==> src/shared/ccil_pkg.sv <==
package ccil_pkg;

  // ==========================================================
  // Register addresses.
  localparam logic [7:0] ADDR_STATUS = 8'h30;
  localparam logic [7:0] ADDR_INT_ENABLE = 8'h2b;
  localparam logic [7:0] ADDR_INT_FLAG = 8'h2c;
  localparam logic [7:0] ADDR_ERR_COND = 8'h2d;

  // ==========================================================
  // Flag and enable bit positions.
  localparam int BIT_RX0 = 0;
  localparam int BIT_RX1 = 1;
  localparam int BIT_TX0 = 2;
  localparam int BIT_TX1 = 3;
  localparam int BIT_TX2 = 4;
  localparam int BIT_ERR = 5;
  localparam int BIT_WAKE = 6;
  localparam int BIT_MSG_FAULT = 7;

  // Error condition register bit positions.
  localparam int EC_ANY_WARN = 0;
  localparam int EC_RX_WARN = 1;
  localparam int EC_TX_WARN = 2;
  localparam int EC_RX_PASSIVE = 3;
  localparam int EC_TX_PASSIVE = 4;
  localparam int EC_BUS_OFF = 5;
  localparam int EC_RX0_OVF = 6;
  localparam int EC_RX1_OVF = 7;

  // Status register field position.
  localparam int STATUS_CODE_LSB = 1;
  localparam int STATUS_MODE_LSB = 5;

  // ==========================================================
  // Reset values.
  localparam logic [7:0] RESET_INT_ENABLE = 8'h00;
  localparam logic [7:0] RESET_INT_FLAG = 8'h00;
  localparam logic [1:0] RESET_OVF = 2'h0;

  // ==========================================================
  // Pending source codes.
  localparam logic [2:0] CODE_NONE = 3'h0;
  localparam logic [2:0] CODE_ERR = 3'h1;
  localparam logic [2:0] CODE_WAKE = 3'h2;
  localparam logic [2:0] CODE_TX0 = 3'h3;
  localparam logic [2:0] CODE_TX1 = 3'h4;
  localparam logic [2:0] CODE_TX2 = 3'h5;
  localparam logic [2:0] CODE_RX0 = 3'h6;
  localparam logic [2:0] CODE_RX1 = 3'h7;

  // ==========================================================
  // Error count limits.
  localparam int WARN_LIMIT = 96;
  localparam int PASSIVE_LIMIT = 127;
  localparam int BUS_OFF_LIMIT = 255;

  // ==========================================================
  // Operating mode requests and reported mode codes.
  localparam logic [1:0] REQ_NORMAL = 2'h0;
  localparam logic [1:0] REQ_SLEEP = 2'h1;
  localparam logic [1:0] REQ_LISTEN = 2'h2;
  localparam logic [2:0] MODE_CODE_NORMAL = 3'h0;
  localparam logic [2:0] MODE_CODE_SLEEP = 3'h1;
  localparam logic [2:0] MODE_CODE_LISTEN = 3'h2;

  typedef enum logic [2:0] {
    MODE_NORMAL = 3'b001,
    MODE_SLEEP = 3'b010,
    MODE_LISTEN = 3'b100
  } ccil_mode_t;

endpackage

==> src/rtl/ccil_err_monitor.sv <==
`timescale 1ns/1ps
`default_nettype none
module ccil_err_monitor
  import ccil_pkg::*;
#(
  parameter int TX_CNT_W = 9,
  parameter int RX_CNT_W = 8
) (
  // Clock and reset.
  input wire logic ref_clk_i,
  input wire logic rst_i,
  // Error counts.
  input wire logic [TX_CNT_W-1:0] tx_error_count_i,
  input wire logic [RX_CNT_W-1:0] rx_error_count_i,
  // Error state bits and change pulse.
  output logic [5:0] err_state_o,
  output logic err_change_o
);

  initial begin
    if (TX_CNT_W < 9 || RX_CNT_W < 8) begin
      $error("Counts too narrow to reach the bus-off or passive limits.");
    end
  end

  logic [5:0] next_err_state;
  logic next_err_change;

  always_comb begin
    next_err_state = '0;
    next_err_state[EC_RX_WARN] = (int'(rx_error_count_i) >= WARN_LIMIT);
    next_err_state[EC_TX_WARN] = (int'(tx_error_count_i) >= WARN_LIMIT);
    next_err_state[EC_ANY_WARN] = next_err_state[EC_RX_WARN] | next_err_state[EC_TX_WARN];
    next_err_state[EC_RX_PASSIVE] = (int'(rx_error_count_i) > PASSIVE_LIMIT);
    next_err_state[EC_TX_PASSIVE] = (int'(tx_error_count_i) > PASSIVE_LIMIT);
    next_err_state[EC_BUS_OFF] = (int'(tx_error_count_i) > BUS_OFF_LIMIT);
    // The summary warning bit is left out of change detection; it only follows the other two.
    next_err_change = (next_err_state[5:1] != err_state_o[5:1]);
  end

  always_ff @(posedge ref_clk_i or posedge rst_i) begin
    if (rst_i) begin
      err_state_o <= 6'h00;
      err_change_o <= 1'b0;
    end else begin
      err_state_o <= next_err_state;
      err_change_o <= next_err_change;
    end
  end

endmodule
`default_nettype wire

==> src/rtl/ccil_prio_enc.sv <==
`timescale 1ns/1ps
`default_nettype none
module ccil_prio_enc
  import ccil_pkg::*;
(
  // Clock and reset.
  input wire logic ref_clk_i,
  input wire logic rst_i,
  // Enabled pending sources.
  input wire logic [7:0] pending_i,
  // Highest priority code.
  output logic [2:0] code_o
);

  // ==========================================================
  // Encoder.
  function automatic logic [2:0] pick_code(input logic [7:0] pend);
    logic [2:0] c;
    c = CODE_NONE;
    if (pend[BIT_RX1]) c = CODE_RX1;
    if (pend[BIT_RX0]) c = CODE_RX0;
    if (pend[BIT_TX2]) c = CODE_TX2;
    if (pend[BIT_TX1]) c = CODE_TX1;
    if (pend[BIT_TX0]) c = CODE_TX0;
    if (pend[BIT_WAKE]) c = CODE_WAKE;
    if (pend[BIT_ERR]) c = CODE_ERR;
    return c;
  endfunction

  logic [2:0] next_code;

  always_comb begin
    next_code = pick_code(pending_i);
  end

  always_ff @(posedge ref_clk_i or posedge rst_i) begin
    if (rst_i) begin
      code_o <= CODE_NONE;
    end else begin
      code_o <= next_code;
    end
  end

endmodule
`default_nettype wire

==> src/rtl/ccil_int_logic.sv <==
`timescale 1ns/1ps
`default_nettype none
module ccil_int_logic
  import ccil_pkg::*;
#(
  parameter int NUM_SRC = 8,
  parameter int TX_CNT_W = 9,
  parameter int RX_CNT_W = 8
) (
  // Clock and reset.
  input wire logic ref_clk_i,
  input wire logic rst_i,
  // Register access from the command decoder.
  input wire logic reg_wr_i,
  input wire logic reg_mod_i,
  input wire logic reg_rd_i,
  input wire logic [7:0] reg_addr_i,
  input wire logic [7:0] reg_wdata_i,
  input wire logic [7:0] reg_mask_i,
  output logic [7:0] reg_rdata_o,
  // Protocol engine events, one-cycle pulses.
  input wire logic [2:0] tx_empty_i,
  input wire logic [1:0] rx_loaded_i,
  input wire logic msg_fault_i,
  input wire logic bus_activity_i,
  input wire logic [1:0] rx_overflow_i,
  // Error counts.
  input wire logic [TX_CNT_W-1:0] tx_error_count_i,
  input wire logic [RX_CNT_W-1:0] rx_error_count_i,
  // Operating mode request.
  input wire logic mode_req_valid_i,
  input wire logic [1:0] mode_req_i,
  // Outputs.
  output logic int_n_o,
  output logic [2:0] pending_source_code_o,
  output logic [2:0] op_mode_o
);

  initial begin
    if (NUM_SRC != 8) begin
      $error("The source layout is fixed at eight sources.");
    end
  end

  // ==========================================================
  // Helpers.
  function automatic logic [7:0] merge_bits(input logic [7:0] old_v, input logic [7:0] new_v,
                                            input logic [7:0] mask);
    return (old_v & ~mask) | (new_v & mask);
  endfunction

  function automatic logic [2:0] mode_code(input ccil_mode_t m);
    logic [2:0] c;
    case (m)
      MODE_SLEEP: c = MODE_CODE_SLEEP;
      MODE_LISTEN: c = MODE_CODE_LISTEN;
      default: c = MODE_CODE_NORMAL;
    endcase
    return c;
  endfunction

  // ==========================================================
  // Host access decode.
  logic host_touch;
  logic [7:0] host_mask;
  logic wr_enable;
  logic wr_flag;
  logic wr_err_cond;

  always_comb begin
    host_touch = reg_wr_i | reg_mod_i;
    // A plain write is a masked update with every bit selected.
    host_mask = reg_mod_i ? reg_mask_i : 8'hff;
    wr_enable = host_touch && (reg_addr_i == ADDR_INT_ENABLE);
    wr_flag = host_touch && (reg_addr_i == ADDR_INT_FLAG);
    wr_err_cond = host_touch && (reg_addr_i == ADDR_ERR_COND);
  end

  // ==========================================================
  // Error state monitor and encoder.
  logic [5:0] err_state;
  logic err_change;
  logic [2:0] enc_code;

  ccil_err_monitor #(
    .TX_CNT_W(TX_CNT_W),
    .RX_CNT_W(RX_CNT_W)
  ) u_err_monitor (
    .ref_clk_i(ref_clk_i),
    .rst_i(rst_i),
    .tx_error_count_i(tx_error_count_i),
    .rx_error_count_i(rx_error_count_i),
    .err_state_o(err_state),
    .err_change_o(err_change)
  );

  // ==========================================================
  // Operating mode.
  ccil_mode_t mode;
  ccil_mode_t next_mode;
  logic wake_event;

  always_comb begin
    next_mode = mode;
    wake_event = 1'b0;
    case (mode)
      MODE_SLEEP: begin
        if (bus_activity_i) begin
          wake_event = 1'b1;
          next_mode = MODE_LISTEN;
        end else if (mode_req_valid_i && mode_req_i == REQ_NORMAL) begin
          next_mode = MODE_NORMAL;
        end else if (mode_req_valid_i && mode_req_i == REQ_LISTEN) begin
          next_mode = MODE_LISTEN;
        end
      end
      MODE_NORMAL, MODE_LISTEN: begin
        if (mode_req_valid_i) begin
          case (mode_req_i)
            REQ_SLEEP: next_mode = MODE_SLEEP;
            REQ_LISTEN: next_mode = MODE_LISTEN;
            default: next_mode = MODE_NORMAL;
          endcase
        end
      end
      default: next_mode = MODE_NORMAL;
    endcase
  end

  always_ff @(posedge ref_clk_i or posedge rst_i) begin
    if (rst_i) begin
      mode <= MODE_NORMAL;
    end else begin
      mode <= next_mode;
    end
  end

  // ==========================================================
  // Receive overflow bits.
  logic [1:0] ovf;
  logic [1:0] next_ovf;
  logic [7:0] ec_merged;

  always_comb begin
    ec_merged = merge_bits({ovf[1], ovf[0], err_state}, reg_wdata_i, host_mask);
    next_ovf = ovf;
    if (wr_err_cond) begin
      next_ovf = {ec_merged[EC_RX1_OVF], ec_merged[EC_RX0_OVF]};
    end
    // A new overflow in the same cycle as a host clear still lands.
    next_ovf = next_ovf | rx_overflow_i;
  end

  always_ff @(posedge ref_clk_i or posedge rst_i) begin
    if (rst_i) begin
      ovf <= RESET_OVF;
    end else begin
      ovf <= next_ovf;
    end
  end

  // ==========================================================
  // Enable register.
  logic [7:0] int_enable;
  logic [7:0] next_int_enable;

  always_comb begin
    next_int_enable = int_enable;
    if (wr_enable) begin
      next_int_enable = merge_bits(int_enable, reg_wdata_i, host_mask);
    end
  end

  always_ff @(posedge ref_clk_i or posedge rst_i) begin
    if (rst_i) begin
      int_enable <= RESET_INT_ENABLE;
    end else begin
      int_enable <= next_int_enable;
    end
  end

  // ==========================================================
  // Flag register.
  logic [7:0] int_flag;
  logic [7:0] next_int_flag;
  logic [7:0] hw_set;
  logic [7:0] hold;

  always_comb begin
    hw_set = 8'h00;
    hw_set[BIT_TX0] = tx_empty_i[0];
    hw_set[BIT_TX1] = tx_empty_i[1];
    hw_set[BIT_TX2] = tx_empty_i[2];
    hw_set[BIT_RX0] = rx_loaded_i[0];
    hw_set[BIT_RX1] = rx_loaded_i[1];
    hw_set[BIT_MSG_FAULT] = msg_fault_i;
    hw_set[BIT_WAKE] = wake_event;
    hw_set[BIT_ERR] = err_change | (|rx_overflow_i);
    // Events in this cycle, and standing overflow bits for the error flag, keep their flag against a host clear.
    hold = hw_set;
    hold[BIT_ERR] = hw_set[BIT_ERR] | (|ovf);
    next_int_flag = int_flag;
    if (wr_flag) begin
      // Host writes may also set flags and so raise an interrupt.
      next_int_flag = merge_bits(int_flag, reg_wdata_i, host_mask) | (int_flag & hold);
    end
    // A hardware set always wins over a host clear in the same cycle.
    next_int_flag = next_int_flag | hw_set;
  end

  always_ff @(posedge ref_clk_i or posedge rst_i) begin
    if (rst_i) begin
      int_flag <= RESET_INT_FLAG;
    end else begin
      int_flag <= next_int_flag;
    end
  end

  // ==========================================================
  // Interrupt pin and pending source code.
  logic [7:0] next_pending;
  logic next_int_n;

  always_comb begin
    // Built from next values so the pin and the encoder code move in the same cycle as the flags; pending_source_code_o follows one cycle later.
    next_pending = next_int_flag & next_int_enable;
    next_int_n = ~(|next_pending);
  end

  ccil_prio_enc u_prio_enc (
    .ref_clk_i(ref_clk_i),
    .rst_i(rst_i),
    .pending_i(next_pending),
    .code_o(enc_code)
  );

  always_ff @(posedge ref_clk_i or posedge rst_i) begin
    if (rst_i) begin
      int_n_o <= 1'b1;
    end else begin
      int_n_o <= next_int_n;
    end
  end

  // ==========================================================
  // Register read.
  logic [7:0] next_rdata;
  logic [7:0] status_val;

  always_comb begin
    status_val = 8'h00;
    status_val[STATUS_CODE_LSB +: 3] = enc_code;
    status_val[STATUS_MODE_LSB +: 3] = mode_code(mode);
    next_rdata = reg_rdata_o;
    if (reg_rd_i) begin
      case (reg_addr_i)
        ADDR_STATUS: next_rdata = status_val;
        ADDR_INT_ENABLE: next_rdata = int_enable;
        ADDR_INT_FLAG: next_rdata = int_flag;
        ADDR_ERR_COND: next_rdata = {ovf[1], ovf[0], err_state};
        default: next_rdata = 8'h00;
      endcase
    end
  end

  always_ff @(posedge ref_clk_i or posedge rst_i) begin
    if (rst_i) begin
      reg_rdata_o <= 8'h00;
      pending_source_code_o <= CODE_NONE;
      op_mode_o <= MODE_CODE_NORMAL;
    end else begin
      reg_rdata_o <= next_rdata;
      pending_source_code_o <= enc_code;
      op_mode_o <= mode_code(mode);
    end
  end

endmodule
`default_nettype wire

==> config.mk <==
export PLATFORM = sky130hd
export DESIGN_NAME = ccil_int_logic
export DESIGN_NICKNAME = d
export VERILOG_FILES = /design/src/shared/ccil_pkg.sv /design/src/rtl/ccil_err_monitor.sv /design/src/rtl/ccil_prio_enc.sv /design/src/rtl/ccil_int_logic.sv
export SDC_FILE = /design/constraint.sdc
export NUM_CORES = 1
export LEC_CHECK = 0
export BUFFER_PORTS_ARGS = -buffer_cell sky130_fd_sc_hd__buf_4
export CAP_MARGIN = 20
export CORE_AREA = 2 2 82 84
export DETAILED_ROUTE_END_ITERATION = 12
export DIE_AREA = 0 0 84 86
export GPL_TIMING_DRIVEN = 1
export PLACE_DENSITY = 0.64
export SYNTH_ARGS = -nofsm -noshare
export SYNTH_HDL_FRONTEND = slang
export SYNTH_SLANG_ARGS = --single-unit
==> constraint.sdc <==
create_clock -name ref_clk_i -period 1.9 [get_ports ref_clk_i]
set_input_delay 0 -clock ref_clk_i [delete_from_list [all_inputs] [get_ports ref_clk_i]]
set_output_delay 0 -clock ref_clk_i [all_outputs]
set_load 0.005 [all_outputs]
==> results.md, run 1 <==
- Outcome: finished clean
- Synthesized flop and latch total: 45
- Total number of yosys warnings: 0
- Final worst slack: 93.9 ps
- Mean Syn Cell Area: 10.9 um^2
- PostCTS Resize Cnt: 0
- Normalized max-slew margin: 36.8%
- 1st-iter DRT viols: 71
- Core region area: 6280 um^2
- Leakage: 1.52 nW
- Critical path's slowest cell: or3b_1
- RSZ-0062 raised after global routing: false
- Post-DP HPWL: 4660 um
- Cell type with the largest total area after synthesis: dfrtp_1
- EDFF count, synth: 0
- Largest net degree at the start of global routing: 46
- Number of fillers in the final layout: 565
- Clk_skew: 4.19 ps
- Worst reg-to-reg setup slack: 260 ps
- Row cnt: 29
- Post-DP Area: 3080 um^2
- Initial antenna violation count: 0
- Count leader, synth: dfrtp_1
- Share of layout cells above drive strength 1: 35.9%
- CP Launch Type: primary input
- Worst Setup Path Type: primary input to flop
- Post-CTS Setup Bufs: 0
- Vias in the first global route: 2137
- CP required: 2100 ps
- Port Buffer Count: 61
- Min-delay worst type: primary input to flop
- Hold buffers post-CTS: 18
- Antenna Nets Post-Route: 0
- CP Max Fanout: 15
- Count of different cell masters after synthesis: 59
- Post-route minimum period: 1810 ps
- Fin. Hold Viols: 0
- Clock latency on the worst-skew pair: 290 ps
- DRC viols: 0
- Critical Path Sink Type: flop
- Starting Density: 38.8%
- GRT Resource Usage Total: 17.2%
- First-pass GRT wire length: 9900 um
- Root Buffer: clkbuf_8
- Max Cap Violations: 0
- IO Count: 73
- Reg clk slew, reported paths: 90 ps
- Die ar.: 7220 um^2
- Crit path arrival time: 2010 ps
- Overall Power: 2.32 mW
- Pins over their slew limit: 0
- Vert. Die Dim: 86 um
- Most common library cells after synthesis: 43 x dfrtp_1, 20 x inv_1, 20 x nor2_1
- CTS tree: yes
- Worst slew pin tran: 938 ps
- Crit path top cell by count: a211oi_1
- Die width: 84 um
- H-Tree Level Count: 2
- Fmax achieved: 554 MHz
- GPL Wtd Cong: 0.813
- DP Cell Count: 371
- Peak VDD IR: 0.481 mV
- Setup slack at placement: -218 ps
- Delay of the slowest cell on the worst path: 410 ps
- Max Root-Sink Buffers: 2
- Num Clock Sinks: 45
- Period utilization: 95.1%
- GRT overflow: 0
- Syn Nets: 285
- Synth area leaders: dfrtp_1 44%, mux2i_1 4.9%, mux2_2 4.2%
- Synth Flop Type: dfrtp_1
- P per Cell Area: 688 nW/um^2
- Share of the synthesized area in the top cell type: 44.2%
- # diodes: 0
- Register area share after synthesis: 46.4%
- Area grow syn2layout: 38.6%
- Fin util: 53.8%
- Cell-by-cell trace of the critical path: buf_4 > or3b_1 > buf_12 > nor4_1 > mux2_2 > a211oi_1 > a211oi_1 > o31ai_1
- Post-Layout Cell Count: 397
- Routed WL: 6030 um
- Ys async rst share: 100%
- # setup viols final: 0
- Post-route cell area: 3370 um^2
- Cell Area, Synth: 2430 um^2
- Wire per inst: 15.2 um
- Storage cell area: 1130 um^2
- Syn Inst Count: 224
- Multi-input logic area: 1150 um^2
- NumNets Final: 380
- Via Count: 2073
- Initial DRT Pass Iterations: 5
- Routed vias/inst: 5.22
- TritonCTS Buffers: 5
-- logic make-up after synthesis --
logic type,after synthesis,share of synthesized area (%)
AO/OA/AOI/OAI,47,15.4
XOR/XNOR,5,1.80
adder cells (fa/ha/maj),3,1.54
buffers and inverters,32,6.42
flip-flops,45,46.4
multiplexers,23,10.0
other,1,0.154
AND/OR/NAND/NOR,68,18.3
-- layer usage --
metal  GRT usage [%]  vias to the layer above  wire [um]  share of wire [%]
met5               0                        -          0                  0
met4            4.25                        0         46               0.76
met3            4.23                        4        257                4.3
met2            29.3                       53       2990                 50
met1            22.2                     1008       2740                 45
li1                -                     1008          -                  -
-- registers in the layout (all words and copies together), names as in the netlist --
signal,flops
int_n_o,1
reg_rdata_o,8
u_err_monitor.err_change_o,1
mode,3
int_enable,8
pending_source_code_o,3
op_mode_o,2
u_err_monitor.err_state_o,6
u_prio_enc.code_o,3
int_flag,8
ovf,2
-- power breakdown --
group | internal [mW] | leakage (nW) | switching (mW) | total (mW)
clock | 0.429 | 0.0585 | 0.321 | 0.750
sequential | 1.05 | 0.541 | 0.0537 | 1.10
combinational | 0.254 | 0.922 | 0.212 | 0.466
total | 1.73 | 1.52 | 0.586 | 2.32
-- worst max-delay path, delay by kind of cell --
kind | cells | cell delay, ps
and+or+nand+nor | 2 | 760
AOI/OAI and AO/OA | 3 | 550
muxes | 1 | 410
buffers and inverters | 2 | 290
-- placed cells by master, fill, tap and decap left out, types with 2 or more instances in the layout --
cell type      count
nor4_4             2
nor4_1             7
nand4_1            3
clkbuf_8           6
and3_1             3
a21oi_1            7
or2_2              2
nand2b_1           2
nor3b_1            3
o31ai_1            2
mux2_1             2
o21ai_0            2
xnor2_1            2
mux2i_1           12
a211o_1            2
xor2_1             3
ha_1               3
nor2_1            20
a221oi_1           5
dlygate4sd3_1     18
dfstp_2            2
a22o_1             5
dfrtp_1           43
nand2_1           11
a222oi_1           3
a211oi_1           2
mux2_2             9
o22ai_1            8
inv_1             20
buf_4             81
-- area by class of cell --
cell class,instances,share of cell area (%)
flip-flops and latches,45,33.4
well taps,77,2.86
repair buffers,100,24.0
clock buffers,7,2.56
multi-input cells,147,34.1
inverters,20,2.22
clock inverters,1,0.890
-- metrics by stage --
step	TNS (ps)	hold WS, ps
after floorplan	0	97.6
after global placement	-566	135
after global routing	0	7.45
after detailed placement	-1000	136
final	0	18.7
after CTS	0	10.2
-- path summary, 6_finish.rpt --
check	from	end	cells after the start
max in group asynchronous	rst_i	u_prio_enc.code_o[0]	4
worst max-delay path	reg_addr_i[7]	u_prio_enc.code_o[0]	8
worst max register to register	mode[2]	mode[0]	5
worst min register to register	u_prio_enc.code_o[1]	pending_source_code_o[1]	0
min in group asynchronous	rst_i	mode[1]	4
worst min-delay path	reg_wdata_i[6]	int_enable[6]	3
(Power assumes the default switching activity.)
==> run 2: changes to the inputs <==
ABC_CLOCK_PERIOD_IN_PS = 1900   (was default)
CELL_PAD_IN_SITES_DETAIL_PLACEMENT = 0   (was default)
CELL_PAD_IN_SITES_GLOBAL_PLACEMENT = 1   (was default)
CORE_AREA = 2 2 83 85   (was 2 2 82 84)
DIE_AREA = 0 0 85 87   (was 0 0 84 86)
PLACE_DENSITY = 0.78   (was 0.64)
==> run 2 against run 1 <==
Net effect:
- sequential power is essentially flat
- utilization shrank 2.1 points
- critical path depth is the same
- sequential share of layout area shrank 0.18 points
- worst hold slack lost 15 ps
- register-to-register slack lost 60 ps
- final area grew 0.56%
- cell count grew 2.0%
==> results.md, run 2 (synthesis results as in run 1) <==
- # diodes: 0
- GRT overflow: 0
- Critical Path Sink Type: flop
- Outcome: finished clean
- Clock latency on the worst-skew pair: 300 ps
- P per Cell Area: 643 nW/um^2
- Root Buffer: clkbuf_8
- CP Launch Type: primary input
- Pins over their slew limit: 0
- 1st-iter DRT viols: 112
- Wire per inst: 15.5 um
- Final setup TNS: 0 ps
- Die width: 85 um
- Switching share of total power: 28.4%
- Peak VDD IR: 0.332 mV
- Min-delay worst type: primary input to flop
- CP required: 2140 ps
- Vias in the first global route: 2161
- Worst Setup Path Type: primary input to flop
- Initial DRT Pass Iterations: 4
- Net switching power figure: 0.620 mW
- First-pass GRT wire length: 10600 um
- CP Max Fanout: 13
- Reg clk slew, reported paths: 90 ps
- Post-DP HPWL: 4830 um
- Routed WL: 6280 um
- Largest net degree at the start of global routing: 46
- Hold-critical path depth: 3
- DRC viols: 0
- Overall Power: 2.18 mW
- Crit. Startpoint: reg_addr_i[7]
- Worst reg-to-reg setup slack: 200 ps
- Die ar.: 7400 um^2
- R2R cell count: 6
- # setup viols final: 0
- Clk_skew: 6.96 ps
- Internal: 1.56 mW
- Starting Density: 37.1%
- CTS tree: yes
- Largest regs: int_enable (8), int_flag (8), reg_rdata_o (8)
- NumNets Final: 385
- Routed vias/inst: 5.11
- Area grow syn2layout: 39.4%
- Period utilization: 92.8%
- Max Cap Violations: 0
- Crit path arrival time: 2010 ps
- Fin. Hold Viols: 0
- Fmax achieved: 567 MHz
- Launching point of the worst reg2reg path: mode[2]
- Num Clock Sinks: 45
- Post-route minimum period: 1760 ps
- Vert. Die Dim: 87 um
- GPL Wtd Cong: 0.848
- Initial antenna violation count: 0
- Worst Setup EP: int_n_o
- Clock share of power: 28.1%
- Row cnt: 30
- Normalized max-slew margin: 51.6%
- Most common cell after layout, fill and taps aside: buf_4
- GRT Resource Usage Total: 18.1%
- Antenna Nets Post-Route: 0
- Share of layout cells above drive strength 1: 36.9%
- Worst slew pin tran: 718 ps
- R2R Path End: mode[0]
- Via Count: 2070
- TritonCTS Buffers: 5
- RSZ-0062 raised after global routing: false
- IO Count: 73
- H-Tree Level Count: 2
- Gate power share: 21.1%
- Sequential group share of total power: 50.9%
- Port Buffer Count: 61
- Max Root-Sink Buffers: 2
- Leakage: 1.53 nW
- Commonest cells after routing, fill and taps aside: 85 x buf_4, 43 x dfrtp_1, 20 x nor2_1, 19 x inv_1, 19 x dlygate4sd3_1
- Core region area: 6570 um^2
[run 2: cell types whose count changed in the layout (fill, tap and decap cells not counted), sizes merged]
cell	change
buf	+4
clkinv	+2
clkbuf	-2
dlygate4sd3	+1
clkinvlp	+1
bufinv	-1
[run 2: power groups by stage]
stage | sequential (mW) | combinational, mW | clock, mW
floorplan | 1.11 | 0.240 | 0
global placement | 1.13 | 0.424 | 0
detailed placement | 1.13 | 0.431 | 0
CTS | 1.11 | 0.464 | 0.624
global route | 1.12 | 0.508 | 0.668
finish | 1.11 | 0.460 | 0.612
[run 2: critical path: stages]
cell and delay, ps:
buf_4 110, or3b_1 420, buf_12 170, nor4_1 330
mux2_2 390, a21boi_1 150, nor3_1 240, and3_1 190
[run 2: area by class of cell]
| type | instances | area, um^2 |
|---|---|---|
| clock buffer | 5 | 68.8 |
| clock inverter | 3 | 21.3 |
| fill | 602 | 3180 |
| inverter | 20 | 75.1 |
| multi-input combinational | 147 | 1150 |
| sequential | 45 | 1130 |
| tap | 80 | 100 |
| timing repair buffer | 105 | 848 |
[run 2: timing repair]
item                                    4_1_cts  5_1_grt
hold endpoints to repair                     69        0
hold buffers                                 19        0
buffers inserted                              0        0
endpoints found under the setup margin        0        2
gates resized for setup                       0        1
[run 2: worst min-delay path by stage]
stage                                        end  slack, ps                start
finish                               int_flag[6]          3       reg_wdata_i[6]
global route                         int_flag[2]         20        tx_empty_i[0]
CTS                                  int_flag[6]          4       reg_wdata_i[6]
detailed placement  u_err_monitor.err_state_o[3]        140  rx_error_count_i[7]
global placement    u_err_monitor.err_state_o[5]        130  tx_error_count_i[8]
floorplan           u_err_monitor.err_state_o[3]        100  rx_error_count_i[7]
[run 2: metal layers]
metal	share of wire [%]	vias to the layer above	global-route usage [%]
li1	-	1010	-
met1	46	1013	24.2
met2	50	38	30.5
met3	2.5	9	2.46
met4	1.7	0	6.06
met5	0	-	0
[run 2: per-stage QoR]
stage / hold slack (ps) / std cells / instance area, um^2 / utilization, % / worst slack (ps)
finish: 3.34 / 405 / 3390 / 51.7 / 137
global placement: 135 / 378 / 3110 / 47.4 / -140
detailed placement: 142 / 378 / 3110 / 47.4 / -180
CTS: 3.66 / 405 / 3390 / 51.6 / 130
floorplan: 97.6 / 224 / 2430 / - / 26.5
global route: 19.7 / 405 / 3390 / 51.7 / 2.27
==> run 3: changes to the inputs <==
ABC_AREA = 1   (was default)
ABC_CLOCK_PERIOD_IN_PS = 2000   (was 1900)
CORE_AREA = 2 2 85 87   (was 2 2 83 85)
DIE_AREA = 0 0 87 89   (was 0 0 85 87)
GPL_TIMING_DRIVEN = 0   (was 1)
PLACE_DENSITY = 0.79   (was 0.78)
clock period = 2 ns   (was 1.9 ns; I/O delays follow)
==> run 3 against run 2 <==
Net effect:
- wire length is 2.4% lower
- clock skew up 3.6 ps
- critical path depth unchanged
- clock power grew 16%
- flip-flop and latch count is the same
- global-route usage shrank 1.3 points
- worst hold slack gained 24 ps
- critical path type unchanged
- largest cell class is now sequential cells
- largest power group unchanged
==> results.md, run 3 <==
- Outcome: finished clean
- Final setup TNS: 0 ps
- Leakage: 1.68 nW
- Vias in the first global route: 2187
- Post-DP Area: 3010 um^2
- Largest regs: int_enable (8), int_flag (8), reg_rdata_o (8)
- Critical path buffers and inverters: 3
- Period utilization: 82.1%
- P per Cell Area: 675 nW/um^2
- Largest family of logic cells by synthesized area: simple AND/OR/NAND/NOR gates
- Fmax achieved: 609 MHz
- Count of different cell masters after synthesis: 35
- Die width: 87 um
- CP required: 2160 ps
- Synth Area in Simple Gates: 27.1%
- CTS tree: yes
- Post-route cell area: 3300 um^2
- Cell-by-cell trace of the critical path: dlygate4sd3_1 > buf_4 > nand2_1 > dlygate4sd3_1 > nand2_1 > xor2_1 > a21oi_1 > nand4_1
- Commonest cells after routing, fill and taps aside: 82 x nand2_1, 62 x buf_4, 43 x dfrtp_1, 42 x inv_1, 28 x o21ai_0
- Row cnt: 30
- DRC viols: 0
- Delay of the slowest cell on the worst path: 570 ps
- XOR/XNOR share of the synthesized area: 1.44%
- Core region area: 6720 um^2
- Post-CTS Setup Bufs: 0
- Clk_skew: 10.6 ps
- RSZ-0062 raised after global routing: false
- Initial DRT Pass Iterations: 4
- Reg clk slew, reported paths: 90 ps
- GRT Resource Usage Total: 16.9%
- Pins over their slew limit: 0
- Overall Power: 2.23 mW
- Share of the synthesized area in the top cell type: 44.2%
- Most common cell after layout, fill and taps aside: nand2_1
- Total number of yosys warnings: 0
- Largest net degree at the start of global routing: 43
- # diodes: 0
- Crit path arrival time: 1800 ps
- PostCTS Resize Cnt: 0
- Starting Density: 36.2%
- Fin. Hold Viols: 0
- Antenna Nets Post-Route: 0
- Post-route minimum period: 1640 ps
- H-Tree Level Count: 2
- NumNets Final: 459
- Max Cap Violations: 0
- Compound-Gate Fraction of Synth Area: 14.1%
- Most common library cells after synthesis: 82 x nand2_1, 43 x dfrtp_1, 43 x inv_1
- Routed vias/inst: 4.65
- Count leader, synth: nand2_1
- Area grow syn2layout: 35.7%
- Wire per inst: 12.8 um
- Critical path's slowest cell: dlygate4sd3_1
- Die ar.: 7740 um^2
- CP Launch Type: primary input
- Critical Path Sink Type: flop
- Root Buffer: clkbuf_8
- Max Root-Sink Buffers: 2
- Synth area leaders: dfrtp_1 44%, nand2_1 13%, inv_1 6.6%
- Syn Nets: 373
- Syn Inst Count: 312
- Mean Syn Cell Area: 7.80 um^2
- Vert. Die Dim: 89 um
- Cell type with the largest total area after synthesis: dfrtp_1
- IO Count: 73
- Post-DP HPWL: 4780 um
- Number of fillers in the final layout: 684
- Routed WL: 6130 um
- Register area share after synthesis: 46.4%
- Clock latency on the worst-skew pair: 300 ps
- Peak VDD IR: 0.412 mV
- Cell Area, Synth: 2430 um^2
- 1st-iter DRT viols: 107
- EDFF count, synth: 0
- CP Max Fanout: 2
- Top Family by Delay on Critical Path: buffers and inverters
- First-pass GRT wire length: 10100 um
- TritonCTS Buffers: 5
- Post-Synth Adder-Cell Area: 1.54%
- Via Count: 2225
- Normalized max-slew margin: 53.5%
- Synthesized flop and latch total: 45
- Num Clock Sinks: 45
- Multiplexer area fraction after synthesis: 0%
- Initial antenna violation count: 0
- Synth Flop Type: dfrtp_1
- Share of layout cells above drive strength 1: 26.6%
- Min-delay worst type: primary input to flop
- GRT overflow: 0
- Worst Setup Path Type: primary input to flop
- Port Buffer Count: 61
- Ys async rst share: 100%
- # setup viols final: 0
- Worst slew pin tran: 693 ps
- GPL Wtd Cong: 0.848
[run 3: cell count changes after synthesis, sizes merged, moves of 7 or more]
cell and delta:
nor4 -10, nor2 +7, o22ai -7, mux2 -11, o21ai +39, nand3 +15, inv +29, mux2i -12
nand2 +78
[run 3: what timing repair did]
item                                    in CTS  in global routing
hold buffers                                17                  0
endpoints found under the hold margin       60                  0
endpoints found under the setup margin       0                  0
[run 3: final cells by class]
| class | count | area (um^2) | share of cell area, % |
|---|---|---|---|
| plain buffers | 6 | 41.3 | 1.25 |
| repair buffers | 79 | 648 | 19.6 |
| multi-input cells | 212 | 1080 | 32.7 |
| flip-flops and latches | 45 | 1130 | 34.2 |
| inverters | 49 | 184 | 5.57 |
| clock inverters | 2 | 37.5 | 1.14 |
| well taps | 80 | 100 | 3.03 |
| clock buffers | 6 | 82.6 | 2.50 |
[run 3: cell families (layout without fill, tap and decap cells)]
logic type	after synthesis	in the layout
compound gates	59	59
xor+xnor	4	4
fa+ha+maj	3	3
buf+inv	55	142
flops	45	45
other cells	1	1
simple gates	145	145
[run 3: report_power, final]
part	total, mW	leakage [nW]	internal [mW]	switching [mW]
registers	1.05	0.515	1.00	0.0457
clock network	0.712	0.0574	0.406	0.306
logic	0.466	1.11	0.218	0.248
total	2.23	1.68	1.63	0.599
[run 3: metrics by stage]
step | setup slack, ps | std cells | util [%] | hold WS, ps
floorplan | 645 | 312 | - | 97.6
global placement | 283 | 453 | 44.5 | 205
detailed placement | 427 | 454 | 44.8 | -112
CTS | 367 | 479 | 49.1 | 20.0
global route | 274 | 479 | 49.1 | 42.1
finish | 358 | 479 | 49.1 | 27.1
[run 3: path summary, 6_finish.rpt]
kind / from / depth (start not counted) / slack [ps] / endpoint
max reg2reg: mode[1] / 7 / 440 / mode[2]
max in group asynchronous: rst_i / 4 / 1400 / mode[0]
max: tx_error_count_i[5] / 8 / 360 / u_err_monitor.err_change_o
min: bus_activity_i / 4 / 30 / mode[1]
min in group asynchronous: rst_i / 3 / 130 / int_enable[4]
min reg2reg: u_prio_enc.code_o[0] / 0 / 420 / pending_source_code_o[0]
[run 3: layer usage]
| metal | share of wire [%] | vias to the layer above | wire (um) | GRT usage (%) |
|---|---|---|---|---|
| met5 | 0 | - | 0 | 0 |
| met4 | 1.1 | 0 | 65 | 4.26 |
| met3 | 4.8 | 4 | 295 | 2.59 |
| met2 | 46 | 60 | 2820 | 28.0 |
| met1 | 48 | 1000 | 2940 | 23.2 |
| li1 | - | 1161 | - | - |
[run 3: worst register-to-register path: cells and delay by family, from the launching register on]
| family | cells | cell delay [ps] |
|---|---|---|
| simple gates | 3 | 660 |
| flops | 1 | 400 |
| compound gates | 2 | 220 |
| buf+inv | 2 | 170 |
